File: src/verilog/uft_pkg.sv
// constants, command codes and carrier types for the frame timing block
package uft_pkg;

    // host port command codes
    localparam logic [7:0]  CMD_RD_LEFT = 8'h0e;
    localparam logic [7:0]  CMD_WR_LEFT = 8'h8e;
    localparam logic [7:0]  CMD_RD_SEQ  = 8'h0f;
    localparam logic [7:0]  CMD_WR_SEQ  = 8'h8f;
    localparam logic [7:0]  CMD_RD_SLOW = 8'h11;
    localparam logic [7:0]  CMD_WR_SLOW = 8'h91;

    // field widths and positions
    localparam int          LEFT_W      = 14;
    localparam int          SEQ_W       = 16;
    localparam int          SLOW_W      = 11;
    localparam int          TOG_POS     = 31;

    // values after reset
    localparam logic [13:0] LEFT_RESET  = 14'h0000;
    localparam logic [15:0] SEQ_RESET   = 16'h0000;
    localparam logic [10:0] SLOW_RESET  = 11'h628;
    localparam logic [13:0] LEN_NOMINAL = 14'h2edf;   // 11999 bit times

    // one command on the host port
    typedef struct packed {
        logic        valid;
        logic [7:0]  code;
        logic [31:0] wdata;
    } uft_cmd_t;

    // one answer on the host port
    typedef struct packed {
        logic        valid;
        logic        err;
        logic [31:0] data;
    } uft_rsp_t;

    // per-frame start sequence
    typedef enum logic [1:0] {
        SEQ_IDLE,
        SEQ_SOF,
        SEQ_PUBLISH,
        SEQ_DONE
    } uft_seq_t;

    // frame timer state
    typedef struct packed {
        logic [13:0] len;
        logic        len_tog;
        logic [13:0] left;
        logic        left_tog;
        logic        reload;
    } uft_tmr_t;

endpackage : uft_pkg

File: src/verilog/uft_frame_timer.sv
// frame-remaining down counter with interval shadow and toggle
`timescale 1ns/1ps
`default_nettype none
module uft_frame_timer
    import uft_pkg::*;
(
    // clock and reset
    input  wire logic        clk,
    input  wire logic        rst,
    input  wire logic        ce,
    // timing
    input  wire logic        bit_tick,
    input  wire logic        run,
    // interval field as programmed
    input  wire logic        len_load,
    input  wire logic [13:0] len_value,
    input  wire logic        len_tog,
    // direct loads
    input  wire logic        ld_en,
    input  wire logic        ld_from_len,
    input  wire logic [13:0] ld_value,
    input  wire logic        ld_tog,
    // state out
    output logic      [13:0] left,
    output logic             left_tog,
    output logic             reload
);

    uft_tmr_t cur_q;
    uft_tmr_t nxt_d;

    ////////////////////////////////////////////////////////////////////////////
    // next state
    always_comb
    begin
        nxt_d = cur_q;
        if (ce)
        begin
            nxt_d.reload = 1'b0;
            if (len_load)
            begin
                nxt_d.len     = len_value;
                nxt_d.len_tog = len_tog;
            end
            if (ld_en)
            begin
                nxt_d.left     = ld_from_len ? cur_q.len : ld_value;
                nxt_d.left_tog = ld_from_len ? cur_q.left_tog : ld_tog;
            end
            else if (run && bit_tick)
            begin
                if (cur_q.left == '0)
                begin
                    // reload at the bit time after zero
                    nxt_d.left     = cur_q.len;
                    nxt_d.left_tog = cur_q.len_tog;
                    nxt_d.reload   = 1'b1;
                end
                else
                begin
                    // one bit time off per tick
                    nxt_d.left = cur_q.left - 14'h0001;
                end
            end
        end
    end

    // reset brings the interval back to nominal
    always_ff @(posedge clk or posedge rst)
    begin
        if (rst)
        begin
            cur_q <= '{len: LEN_NOMINAL, len_tog: 1'b0, left: LEFT_RESET,
                       left_tog: 1'b0, reload: 1'b0};
        end
        else
        begin
            cur_q <= nxt_d;
        end
    end

    assign left     = cur_q.left;
    assign left_tog = cur_q.left_tog;
    assign reload   = cur_q.reload;
endmodule : uft_frame_timer
`default_nettype wire

File: src/verilog/uft_frame_timing.sv
// frame timing top: host command port, frame number and frame start sequence
`timescale 1ns/1ps
`default_nettype none
// Notes on behaviour
// - keep a 14-bit counter of bit times left in the frame.
// - count down each bit time; at zero reload the interval next bit time.
// - at zero copy the interval toggle into bit 31 of the counter register.
// - entering operation reloads the counter from the interval field.
// - frame number steps up each time the counter reloads.
// - frame number wraps from ffff to zero.
// - entering operation steps the frame number up.
// - publish the frame number after sof, before the first descriptor fetch.
// - raise the frame start flag once the number is published.
// - low-speed start only when bits left are at least the threshold.
// - the threshold does not change while operating.
// - counter register read with code 0e, written with 8e.
// - frame number read with 0f; 8f is its write code. The code accepts 8f without error but ignores the write.
// - threshold read with 11, written with 91.
// - every access is one whole 32-bit word.
// - hub status writes are open while operating.
// - interval field is 14 bits, nominal 11999 after reset.
module uft_frame_timing
    import uft_pkg::*;
(
    // clock and reset
    input  wire logic        clk,
    input  wire logic        rst,
    input  wire logic        ce,
    // bit timing and controller state
    input  wire logic        bit_tick,
    input  wire logic        running_state,
    // interval field from the frame length register
    input  wire logic        frame_length_load,
    input  wire logic [13:0] frame_length_value,
    input  wire logic        frame_length_toggle,
    // host command port
    input  wire uft_cmd_t    cmd,
    output uft_rsp_t         rsp,
    // start of frame packet
    output logic             sof_req,
    input  wire logic        sof_done,
    // shared area write of the frame number
    output logic             hcca_wr_req,
    output logic      [15:0] hcca_wr_data,
    input  wire logic        hcca_wr_ack,
    // frame start flag and descriptor fetch permission
    output logic             frame_begin_flag_set,
    output logic             ed_fetch_ok,
    // low-speed commit check
    input  wire logic        ls_req,
    output logic             ls_grant,
    output logic             ls_deny,
    // hub status write permission
    output logic             hub_wr_ok
);

    ////////////////////////////////////////////////////////////////////////////
    // state
    typedef struct packed {
        logic [15:0] seq_cnt;
        logic [10:0] slow_lim;
        uft_seq_t    phase;
        logic        run_prev;
        uft_rsp_t    rsp;
        logic        sof_req;
        logic        hcca_req;
        logic [15:0] hcca_data;
        logic        flag_set;
        logic        ed_ok;
        logic        ls_grant;
        logic        ls_deny;
        logic        hub_ok;
    } uft_top_t;

    uft_top_t    cur_q;
    uft_top_t    nxt_d;
    logic [13:0] left;
    logic        left_tog;
    logic        reload;
    logic        run_rise;
    logic        wr_left;

    // known command codes, shared by decode and checks
    function automatic logic cmd_known(input logic [7:0] code);
        cmd_known = code inside {CMD_RD_LEFT, CMD_WR_LEFT, CMD_RD_SEQ,
                                 CMD_WR_SEQ, CMD_RD_SLOW, CMD_WR_SLOW};
    endfunction : cmd_known

    assign run_rise = running_state && !cur_q.run_prev;
    // write code for the counter register
    assign wr_left  = cmd.valid && cmd.code == CMD_WR_LEFT;

    ////////////////////////////////////////////////////////////////////////////
    // frame timer
    uft_frame_timer u_timer (
        .clk         (clk),
        .rst         (rst),
        .ce          (ce),
        .bit_tick    (bit_tick),
        .run         (running_state),
        .len_load    (frame_length_load),
        .len_value   (frame_length_value),
        .len_tog     (frame_length_toggle),
        .ld_en       (run_rise || wr_left),
        .ld_from_len (run_rise),
        .ld_value    (cmd.wdata[LEFT_W-1:0]),
        .ld_tog      (cmd.wdata[TOG_POS]),
        .left        (left),
        .left_tog    (left_tog),
        .reload      (reload)
    );

    ////////////////////////////////////////////////////////////////////////////
    // next state
    always_comb
    begin
        nxt_d = cur_q;
        if (ce)
        begin
            nxt_d.run_prev = running_state;
            nxt_d.hub_ok   = running_state;     // hub status writable when running
            nxt_d.rsp      = '0;
            nxt_d.flag_set = 1'b0;
            nxt_d.ls_grant = 1'b0;
            nxt_d.ls_deny  = 1'b0;

            // host command decode; no byte lanes, so every access is a word
            // whole 32-bit word per access
            if (cmd.valid)
            begin
                nxt_d.rsp.valid = 1'b1;
                nxt_d.rsp.err   = !cmd_known(cmd.code);
                unique case (cmd.code)
                    // counter read, toggle in bit 31, rest zero
                    CMD_RD_LEFT: nxt_d.rsp.data = {left_tog, 17'h00000, left};
                    // frame number read; its write code is taken and ignored
                    CMD_RD_SEQ:  nxt_d.rsp.data = {16'h0000, cur_q.seq_cnt};
                    CMD_RD_SLOW: nxt_d.rsp.data = {21'h000000, cur_q.slow_lim};
                    default:     nxt_d.rsp.data = 32'h00000000;
                endcase
                if (cmd.code == CMD_WR_SLOW && !running_state)
                begin
                    nxt_d.slow_lim = cmd.wdata[SLOW_W-1:0];
                end
            end

            // low-speed start needs enough bit times left
            if (ls_req)
            begin
                nxt_d.ls_grant = ({3'h0, cur_q.slow_lim} <= left);
                nxt_d.ls_deny  = ({3'h0, cur_q.slow_lim} > left);
            end

            // frame start sequence
            unique case (cur_q.phase)
                SEQ_IDLE:
                begin
                end
                SEQ_SOF:
                begin
                    if (sof_done)
                    begin
                        // publish only once the sof has gone out
                        nxt_d.sof_req   = 1'b0;
                        nxt_d.hcca_req  = 1'b1;
                        nxt_d.hcca_data = cur_q.seq_cnt;
                        nxt_d.phase     = SEQ_PUBLISH;
                    end
                end
                SEQ_PUBLISH:
                begin
                    if (hcca_wr_ack)
                    begin
                        // flag follows the shared area write
                        nxt_d.hcca_req = 1'b0;
                        nxt_d.flag_set = 1'b1;
                        nxt_d.ed_ok    = 1'b1;
                        nxt_d.phase    = SEQ_DONE;
                    end
                end
                SEQ_DONE:
                begin
                end
            endcase

            // each reload opens a new frame number
            if (reload || run_rise)
            begin
                // plain 16-bit add wraps to zero
                nxt_d.seq_cnt  = cur_q.seq_cnt + 16'h0001;
                nxt_d.ed_ok    = 1'b0;          // no fetch before publishing
                nxt_d.sof_req  = 1'b1;
                nxt_d.hcca_req = 1'b0;
                nxt_d.phase    = SEQ_SOF;
            end
            else if (!running_state)
            begin
                // leaving operation abandons a frame in progress
                nxt_d.ed_ok    = 1'b0;
                nxt_d.sof_req  = 1'b0;
                nxt_d.hcca_req = 1'b0;
                nxt_d.phase    = SEQ_IDLE;
            end
        end
    end

    // register the whole state
    always_ff @(posedge clk or posedge rst)
    begin
        if (rst)
        begin
            cur_q <= '{seq_cnt: SEQ_RESET, slow_lim: SLOW_RESET, phase: SEQ_IDLE,
                       default: '0};
        end
        else
        begin
            cur_q <= nxt_d;
        end
    end

    ////////////////////////////////////////////////////////////////////////////
    // outputs, all from the state register
    assign rsp                  = cur_q.rsp;
    assign sof_req              = cur_q.sof_req;
    assign hcca_wr_req          = cur_q.hcca_req;
    assign hcca_wr_data         = cur_q.hcca_data;
    assign frame_begin_flag_set = cur_q.flag_set;
    assign ed_fetch_ok          = cur_q.ed_ok;
    assign ls_grant             = cur_q.ls_grant;
    assign ls_deny              = cur_q.ls_deny;
    assign hub_wr_ok            = cur_q.hub_ok;
endmodule : uft_frame_timing
`default_nettype wire

File: config.mk
export PLATFORM = sky130hd
export DESIGN_NAME = uft_frame_timing
export DESIGN_NICKNAME = d
export VERILOG_FILES = /design/src/verilog/uft_pkg.sv /design/src/verilog/uft_frame_timer.sv /design/src/verilog/uft_frame_timing.sv
export SDC_FILE = /design/constraint.sdc
export NUM_CORES = 1
export LEC_CHECK = 0
export BUFFER_PORTS_ARGS = -buffer_cell sky130_fd_sc_hd__buf_2
export CAP_MARGIN = 20
export CORE_ASPECT_RATIO = 0.6
export CORE_MARGIN = 2
export CORE_UTILIZATION = 40
export CTS_BUF_LIST = sky130_fd_sc_hd__clkbuf_8 sky130_fd_sc_hd__clkbuf_16
export CTS_CLUSTER_DIAMETER = 50
export DETAILED_ROUTE_END_ITERATION = 7
export GPL_TIMING_DRIVEN = 0
export PLACE_DENSITY = 0.6
export SLEW_MARGIN = 20
export SYNTH_ARGS = -nofsm -noshare
export SYNTH_HDL_FRONTEND = slang
export SYNTH_HIERARCHICAL = 1
export SYNTH_SLANG_ARGS = --single-unit
File: constraint.sdc
create_clock -name clk -period 2.72 [get_ports clk]
set_clock_uncertainty 0.15 [all_clocks]
set_input_delay 0.272 -clock clk [delete_from_list [all_inputs] [get_ports clk]]
set_output_delay 0.272 -clock clk [all_outputs]
set_load 0.03 [all_outputs]
==> flow_summary.json, run 1 <==
{
  "design_area_um2": 7180,
  "grt_pass1_vias": 4737,
  "avgRoutedWirePerCell_um": 18.3,
  "worstRegToRegCells": 9,
  "setup_viol": 0,
  "synth_area_um2": 6080,
  "port-buffer-count": 89,
  "gp_congestion": 0.950,
  "fin_cells": 883,
  "fin_crit_ps": 2580,
  "drv_cap": 0,
  "dp_cells": 863,
  "cts_tree": "built",
  "synth_edf_count": 0,
  "max_clock_freq_mhz": 387,
  "grt_max_degree": 42,
  "antenna_left": 0,
  "synth_top_family_by_area": "simple AND/OR/NAND/NOR gates",
  "r2r_slack_ps": 140,
  "crit_path_start_kind": "register",
  "peakVddDrop_mv": 0.327,
  "synth_warnings": 6,
  "grt_antenna_before_repair": 1,
  "wl_um": 16100,
  "hold_violations": 0,
  "synthAdderAreaFrac_pct": 3.09,
  "die_area_um2": 16200,
  "postCtsSetupBuffers": 0,
  "antennaDiodeCount": 0,
  "clk_pin_slew_ps": 70,
  "post-route-drc-count": 0,
  "yosys_register_bits": 102,
  "clock_sinks": 102,
  "avgSynthCellArea_um2": 10.8,
  "hold_end": "u_timer/cur_q[19]",
  "r2r_start": "hub_wr_ok",
  "grt_pass1_wl_um": 25800,
  "p_leak_nw": 3.40,
  "hp-start": "frame_length_value[2]",
  "die_y_um": 99.5,
  "die_x_um": 163,
  "hold_depth": 2,
  "maxSlewHeadroom_pct": 53.8,
  "nNetsFinal": 760,
  "status": "completed",
  "area.growth.synth_to_final_pct": 18.2,
  "multi_input_area_um2": 2810,
  "ys.flop_type": "dfrtp_1",
  "worstPathArrival_ps": 2700,
  "required_ps": 2840,
  "critPathMaxFanout": 12,
  "cts-htree-levels": 3,
  "tns_ps": 0,
  "first_pass_iters": 4,
  "syn_inst": 561,
  "final.period_utilization_pct": 95.0,
  "hp-class": "input port to register",
  "fillers": 1368,
  "coreArea_um2": 14700,
  "numCtsBuffers": 9,
  "worst_pin_slew_ps": 693,
  "grt_use_total_pct": 20.8,
  "worstSetupPathType": "register to register",
  "synth_xor_area_share_pct": 2.31,
  "synthMuxAreaShare_pct": 11.3,
  "total_power_mw": 4.34,
  "post_dp_cell_area_um2": 6850,
  "viasPerCell": 5.35,
  "r2r_end": "u_timer/left[10]",
  "maxSlewViolCount": 0,
  "drtIter0Drc": 450,
  "row_count": 34,
  "io_pins": 122,
  "cts_buffer_depth": 2,
  "clock_latency_ps": 340,
  "yosysSeqAreaShare_pct": 42.3,
  "via_count": 4723,
  "initial_core_util_pct": 41.4,
  "root_buffer": "clkbuf_16",
  "final_util_pct": 48.9,
  "synth.distinct_cells": 78,
  "drive_gt1_share_pct": 41.8,
  "crit_path_end_kind": "register",
  "rsz0062_at_grt": "no",
  "overflow": 0,
  "async_flop_share_pct": 100,
  "powerDensity_nw_per_um2": 604,
  "ff_latch_area_um2": 2570,
  "yosys.area_share.simple_pct": 14.3,
  "dp_hpwl_um": 12800,
  "synth_compound_area_share_pct": 14.3
}
[layer usage]
| metal | global-route usage (%) | vias to the layer above | share of wire, % | wire, um |
|---|---|---|---|---|
| li1 | - | 2208 | - | - |
| met1 | 32.9 | 2311 | 51 | 8230 |
| met2 | 27.8 | 197 | 39 | 6320 |
| met3 | 5.96 | 7 | 9.2 | 1480 |
| met4 | 3.74 | 0 | 0.59 | 95 |
| met5 | 0 | - | 0 | 0 |
[Yosys cell counts (4+ instances only)]
cell type	count	area, um^2
dfrtp_1	87	2180
buf_4	69	518
mux2_2	43	484
inv_1	30	113
nand2_1	30	113
nor2_1	24	90.1
o2bb2ai_1	17	149
a21oi_1	15	75.1
dfstp_2	15	394
ha_1	15	188
nor3_1	15	75.1
a221oi_1	14	123
clkbuf_1	10	37.5
mux2_4	10	150
nor4b_1	10	87.6
o21ai_0	9	45.0
xnor2_1	9	78.8
and2_1	7	43.8
buf_2	7	35.0
o21ai_1	7	35.0
xor2_1	7	61.3
nand3_1	6	30.0
nor4_1	6	37.5
a21o_1	5	37.5
a22oi_1	4	30.0
a31oi_1	4	25.0
a32o_1	4	40.0
nand4_1	4	25.0
[power breakdown]
part,internal [mW],leakage (nW),switching [mW]
registers,1.72,1.29,0.217
clock network,0.661,0.141,0.612
logic,0.506,1.97,0.623
[sequential cells by signal, summed over array words and instances (netlist names), 14 cells and up]
signal         count
cur_q             29
rsp               19
hcca_wr_data      16
u_timer/cur_q     15
u_timer/left      14
[logic make-up (layout without fill, tap and decap cells)]
group / count (synthesis) / after routing
and+or+nand+nor: 137 / 137
buffers and inverters: 120 / 230
AOI/OAI and AO/OA: 112 / 112
DFF: 102 / 102
muxes: 58 / 58
xor gates and xnor gates: 16 / 16
adders and majority gates: 15 / 15
other: 1 / 15
[cells in the final DEF (no fill, tap or decap), drive strengths merged, types with 5 or more instances in the layout]
cell and instances:
conb 15, a221oi 16, o21ai 18, nand4 5, nor4 8, ha 15, nor3 19, buf 169
xnor2 9, inv 33, nand2 30, dfrtp 87, dfstp 15, o2bb2ai 17, a22oi 5, and2 7
nand3 6, nor4b 11, a21oi 16, nor2 27, clkbuf 20, a21o 5, xor2 7, mux2 55
[how the worst max path moves through the flow]
stage	from	endpoint	slack (ps)	depth (start not counted)
after floorplan	hub_wr_ok	u_timer/left[1]	350	7
after global placement	rst	frame_begin_flag_set	-390	2
after detailed placement	cmd[36]	u_timer/left[10]	-340	10
after CTS	cmd[36]	u_timer/left[10]	10	10
after global routing	hub_wr_ok	u_timer/left[10]	0.3	9
final	hub_wr_ok	u_timer/left[10]	140	9
[worst max-delay path, stage by stage, from the launching register on]
cell and delay (ps):
dfrtp_1 410, and2b_1 200, buf_4 190, a21o_1 180, clkbuf_2 210, or2b_2 430, nor2_2 240, buf_6 200
a221oi_1 100, a21oi_1 180
[cell type report]
cell class,instances,area share (%)
inverter,31,1.66
clock inverter,6,0.749
multi-input combinational,353,39.1
timing repair buffer,94,7.04
buffer,89,8.87
sequential,102,35.8
tap,198,3.45
clock buffer,10,3.33
[through the flow]
step	hold slack (ps)	setup WS, ps
detailed placement	167	-344
global placement	316	-391
CTS	0.427	12.5
finish	3.98	135
floorplan	217	354
global route	2.79	0.348
[timing repair]
item                                    in CTS  in global routing
endpoints found under the setup margin       1                 15
hold buffers                                 4                  0
resized for setup                            1                  4
endpoints found under the hold margin       49                  0
Power figures use the tool's default switching activity.
==> run 2: changes to the inputs <==
--- a/config.mk
+++ b/config.mk
@@ -8,7 +8,7 @@
 export BUFFER_PORTS_ARGS = -buffer_cell sky130_fd_sc_hd__buf_2
 export CAP_MARGIN = 20
 export CORE_ASPECT_RATIO = 0.6
-export CORE_MARGIN = 2
+export CORE_MARGIN = 8
 export CORE_UTILIZATION = 40
 export CTS_BUF_LIST = sky130_fd_sc_hd__clkbuf_8 sky130_fd_sc_hd__clkbuf_16
 export CTS_CLUSTER_DIAMETER = 50
==> run 2 against run 1 <==
Net effect:
- setup slack better by 36 ps
- register-to-register slack better by 40 ps
- first-iteration DRC count is 26% lower
- sequential share of layout area hardly changed
- power hardly changed
- cell area hardly changed
- sequential cell count stayed put
- maximum frequency is 1.4% higher
- critical path depth stayed put
- clock power hardly changed
- worst hold slack better by 6.6 ps
- non-clock buffer count stayed put
- critical endpoint is now u_timer/left[13]
==> flow_summary.json, run 2 (synthesis results as in run 1) <==
{
  "final_util_pct": 47.6,
  "dp_slack_ps": -392,
  "p_leak_nw": 3.41,
  "grt_max_degree": 41,
  "first_pass_iters": 6,
  "drive_gt1_share_pct": 41.6,
  "postCtsSetupBuffers": 0,
  "status": "completed",
  "fillers": 1431,
  "tns_ps": 0,
  "hold_depth": 2,
  "root_buffer": "clkbuf_16",
  "cts-htree-levels": 3,
  "dp_cells": 868,
  "drv_cap": 0,
  "grt_antenna_before_repair": 0,
  "grt_use_total_pct": 17.2,
  "clock_latency_ps": 340,
  "worstSetupPathType": "register to register",
  "multi_input_area_um2": 2810,
  "cts_buffer_depth": 2,
  "die_area_um2": 19500,
  "crit_path_end_kind": "register",
  "final.period_utilization_pct": 93.7,
  "gp_congestion": 0.914,
  "powerDensity_nw_per_um2": 604,
  "coreArea_um2": 15100,
  "total_power_mw": 4.34,
  "die_y_um": 111,
  "io_pins": 122,
  "die_x_um": 175,
  "fin_cells": 888,
  "row_count": 35,
  "required_ps": 2840,
  "hold_violations": 0,
  "clock_sinks": 102,
  "grt_pass1_vias": 4771,
  "worst_pin_slew_ps": 692,
  "setup_viol": 0,
  "nNetsFinal": 760,
  "avgRoutedWirePerCell_um": 18.7,
  "largest_reg_flops": 29,
  "drtIter0Drc": 335,
  "fin_crit_ps": 2550,
  "antennaDiodeCount": 0,
  "post-route-drc-count": 0,
  "port-buffer-count": 89,
  "layout.cells.most_common": "buf_2",
  "maxSlewViolCount": 0,
  "worstPathArrival_ps": 2660,
  "final_cell_mix": "96 x buf_2, 87 x dfrtp_1, 69 x buf_4",
  "initial_core_util_pct": 40.2,
  "grt_pass1_wl_um": 26700,
  "hp-class": "input port to register",
  "clk_pin_slew_ps": 70,
  "numCtsBuffers": 9,
  "crit_path_start_kind": "register",
  "layout_setup_ws_ps": 171,
  "maxSlewHeadroom_pct": 53.8,
  "max_clock_freq_mhz": 392,
  "area.growth.synth_to_final_pct": 18.3,
  "rsz0062_at_grt": "no",
  "antenna_left": 0,
  "critPathMaxFanout": 12,
  "viasPerCell": 5.26,
  "via_count": 4674,
  "ff_latch_area_um2": 2570,
  "overflow": 0,
  "regMostFlops": "cur_q",
  "peakVddDrop_mv": 0.317,
  "dp_hpwl_um": 13300,
  "cts_tree": "built",
  "wl_um": 16600,
  "worstRegToRegCells": 9
}
[run 2: cell count changes in the layout (fill, tap and decap cells not counted)]
cell,before,now
clkinv_2,0,3
clkinv_4,3,2
inv_6,1,0
bufinv_16,0,1
inv_8,1,0
inv_1,28,29
clkbuf_8,1,0
clkinvlp_4,1,0
[run 2: through the flow]
| stage | instance area, um^2 | hold WS, ps |
|---|---|---|
| finish | 7190 | 10.6 |
| global route | 7190 | 0.325 |
| CTS | 7180 | 1.02 |
| detailed placement | 6850 | 174 |
| global placement | 6830 | 315 |
| floorplan | 6130 | 217 |
[run 2: worst paths after layout]
kind,start,to,slack [ps]
worst max-delay path,hub_wr_ok,u_timer/left[13],170
worst min-delay path,frame_length_value[9],u_timer/cur_q[26],10
worst max register to register,hub_wr_ok,u_timer/left[13],170
worst min register to register,hcca_wr_data[8],hcca_wr_data[8],340
max in group asynchronous,rst,u_timer/left[4],1510
min in group asynchronous,rst,rsp[15],340
[run 2: worst max-delay path: stages, from the launching register on]
cell and delay, ps:
dfrtp_1 400, and2b_1 190, buf_4 190, a21o_1 180
clkbuf_2 220, or2b_2 420, nor2_2 240, buf_6 220
a221oi_1 100, a21oi_1 160
[run 2: final cells by class]
type	instances	share of cell area (%)
plain buffers	89	8.86
clock buffers	9	3.13
clock inverters	7	0.923
inverters	31	1.65
multi-input cells	353	39.1
flip-flops and latches	102	35.8
well taps	203	3.53
repair buffers	94	7.03
[run 2: routing by layer]
metal / vias to the layer above / wire length [um] / track usage, % / share of wire, %
met5: - / 0 / 0 / 0
met4: 0 / 78 / 3.09 / 0.47
met3: 6 / 1320 / 4.56 / 8.0
met2: 179 / 6440 / 22.9 / 39
met1: 2281 / 8750 / 27.0 / 53
li1: 2208 / - / - / -
[run 2: power by group]
group	leakage [nW]	internal [mW]	switching, mW	total (mW)
sequential	1.29	1.72	0.215	1.94
clock	0.150	0.709	0.559	1.27
combinational	1.97	0.506	0.628	1.13
[run 2: timing repair]
action / 4_1_cts / 5_1_grt
endpoints found under the setup margin: 7 / 12
endpoints found under the hold margin: 50 / 0
resized for setup: 1 / 4
hold buffers: 4 / 0
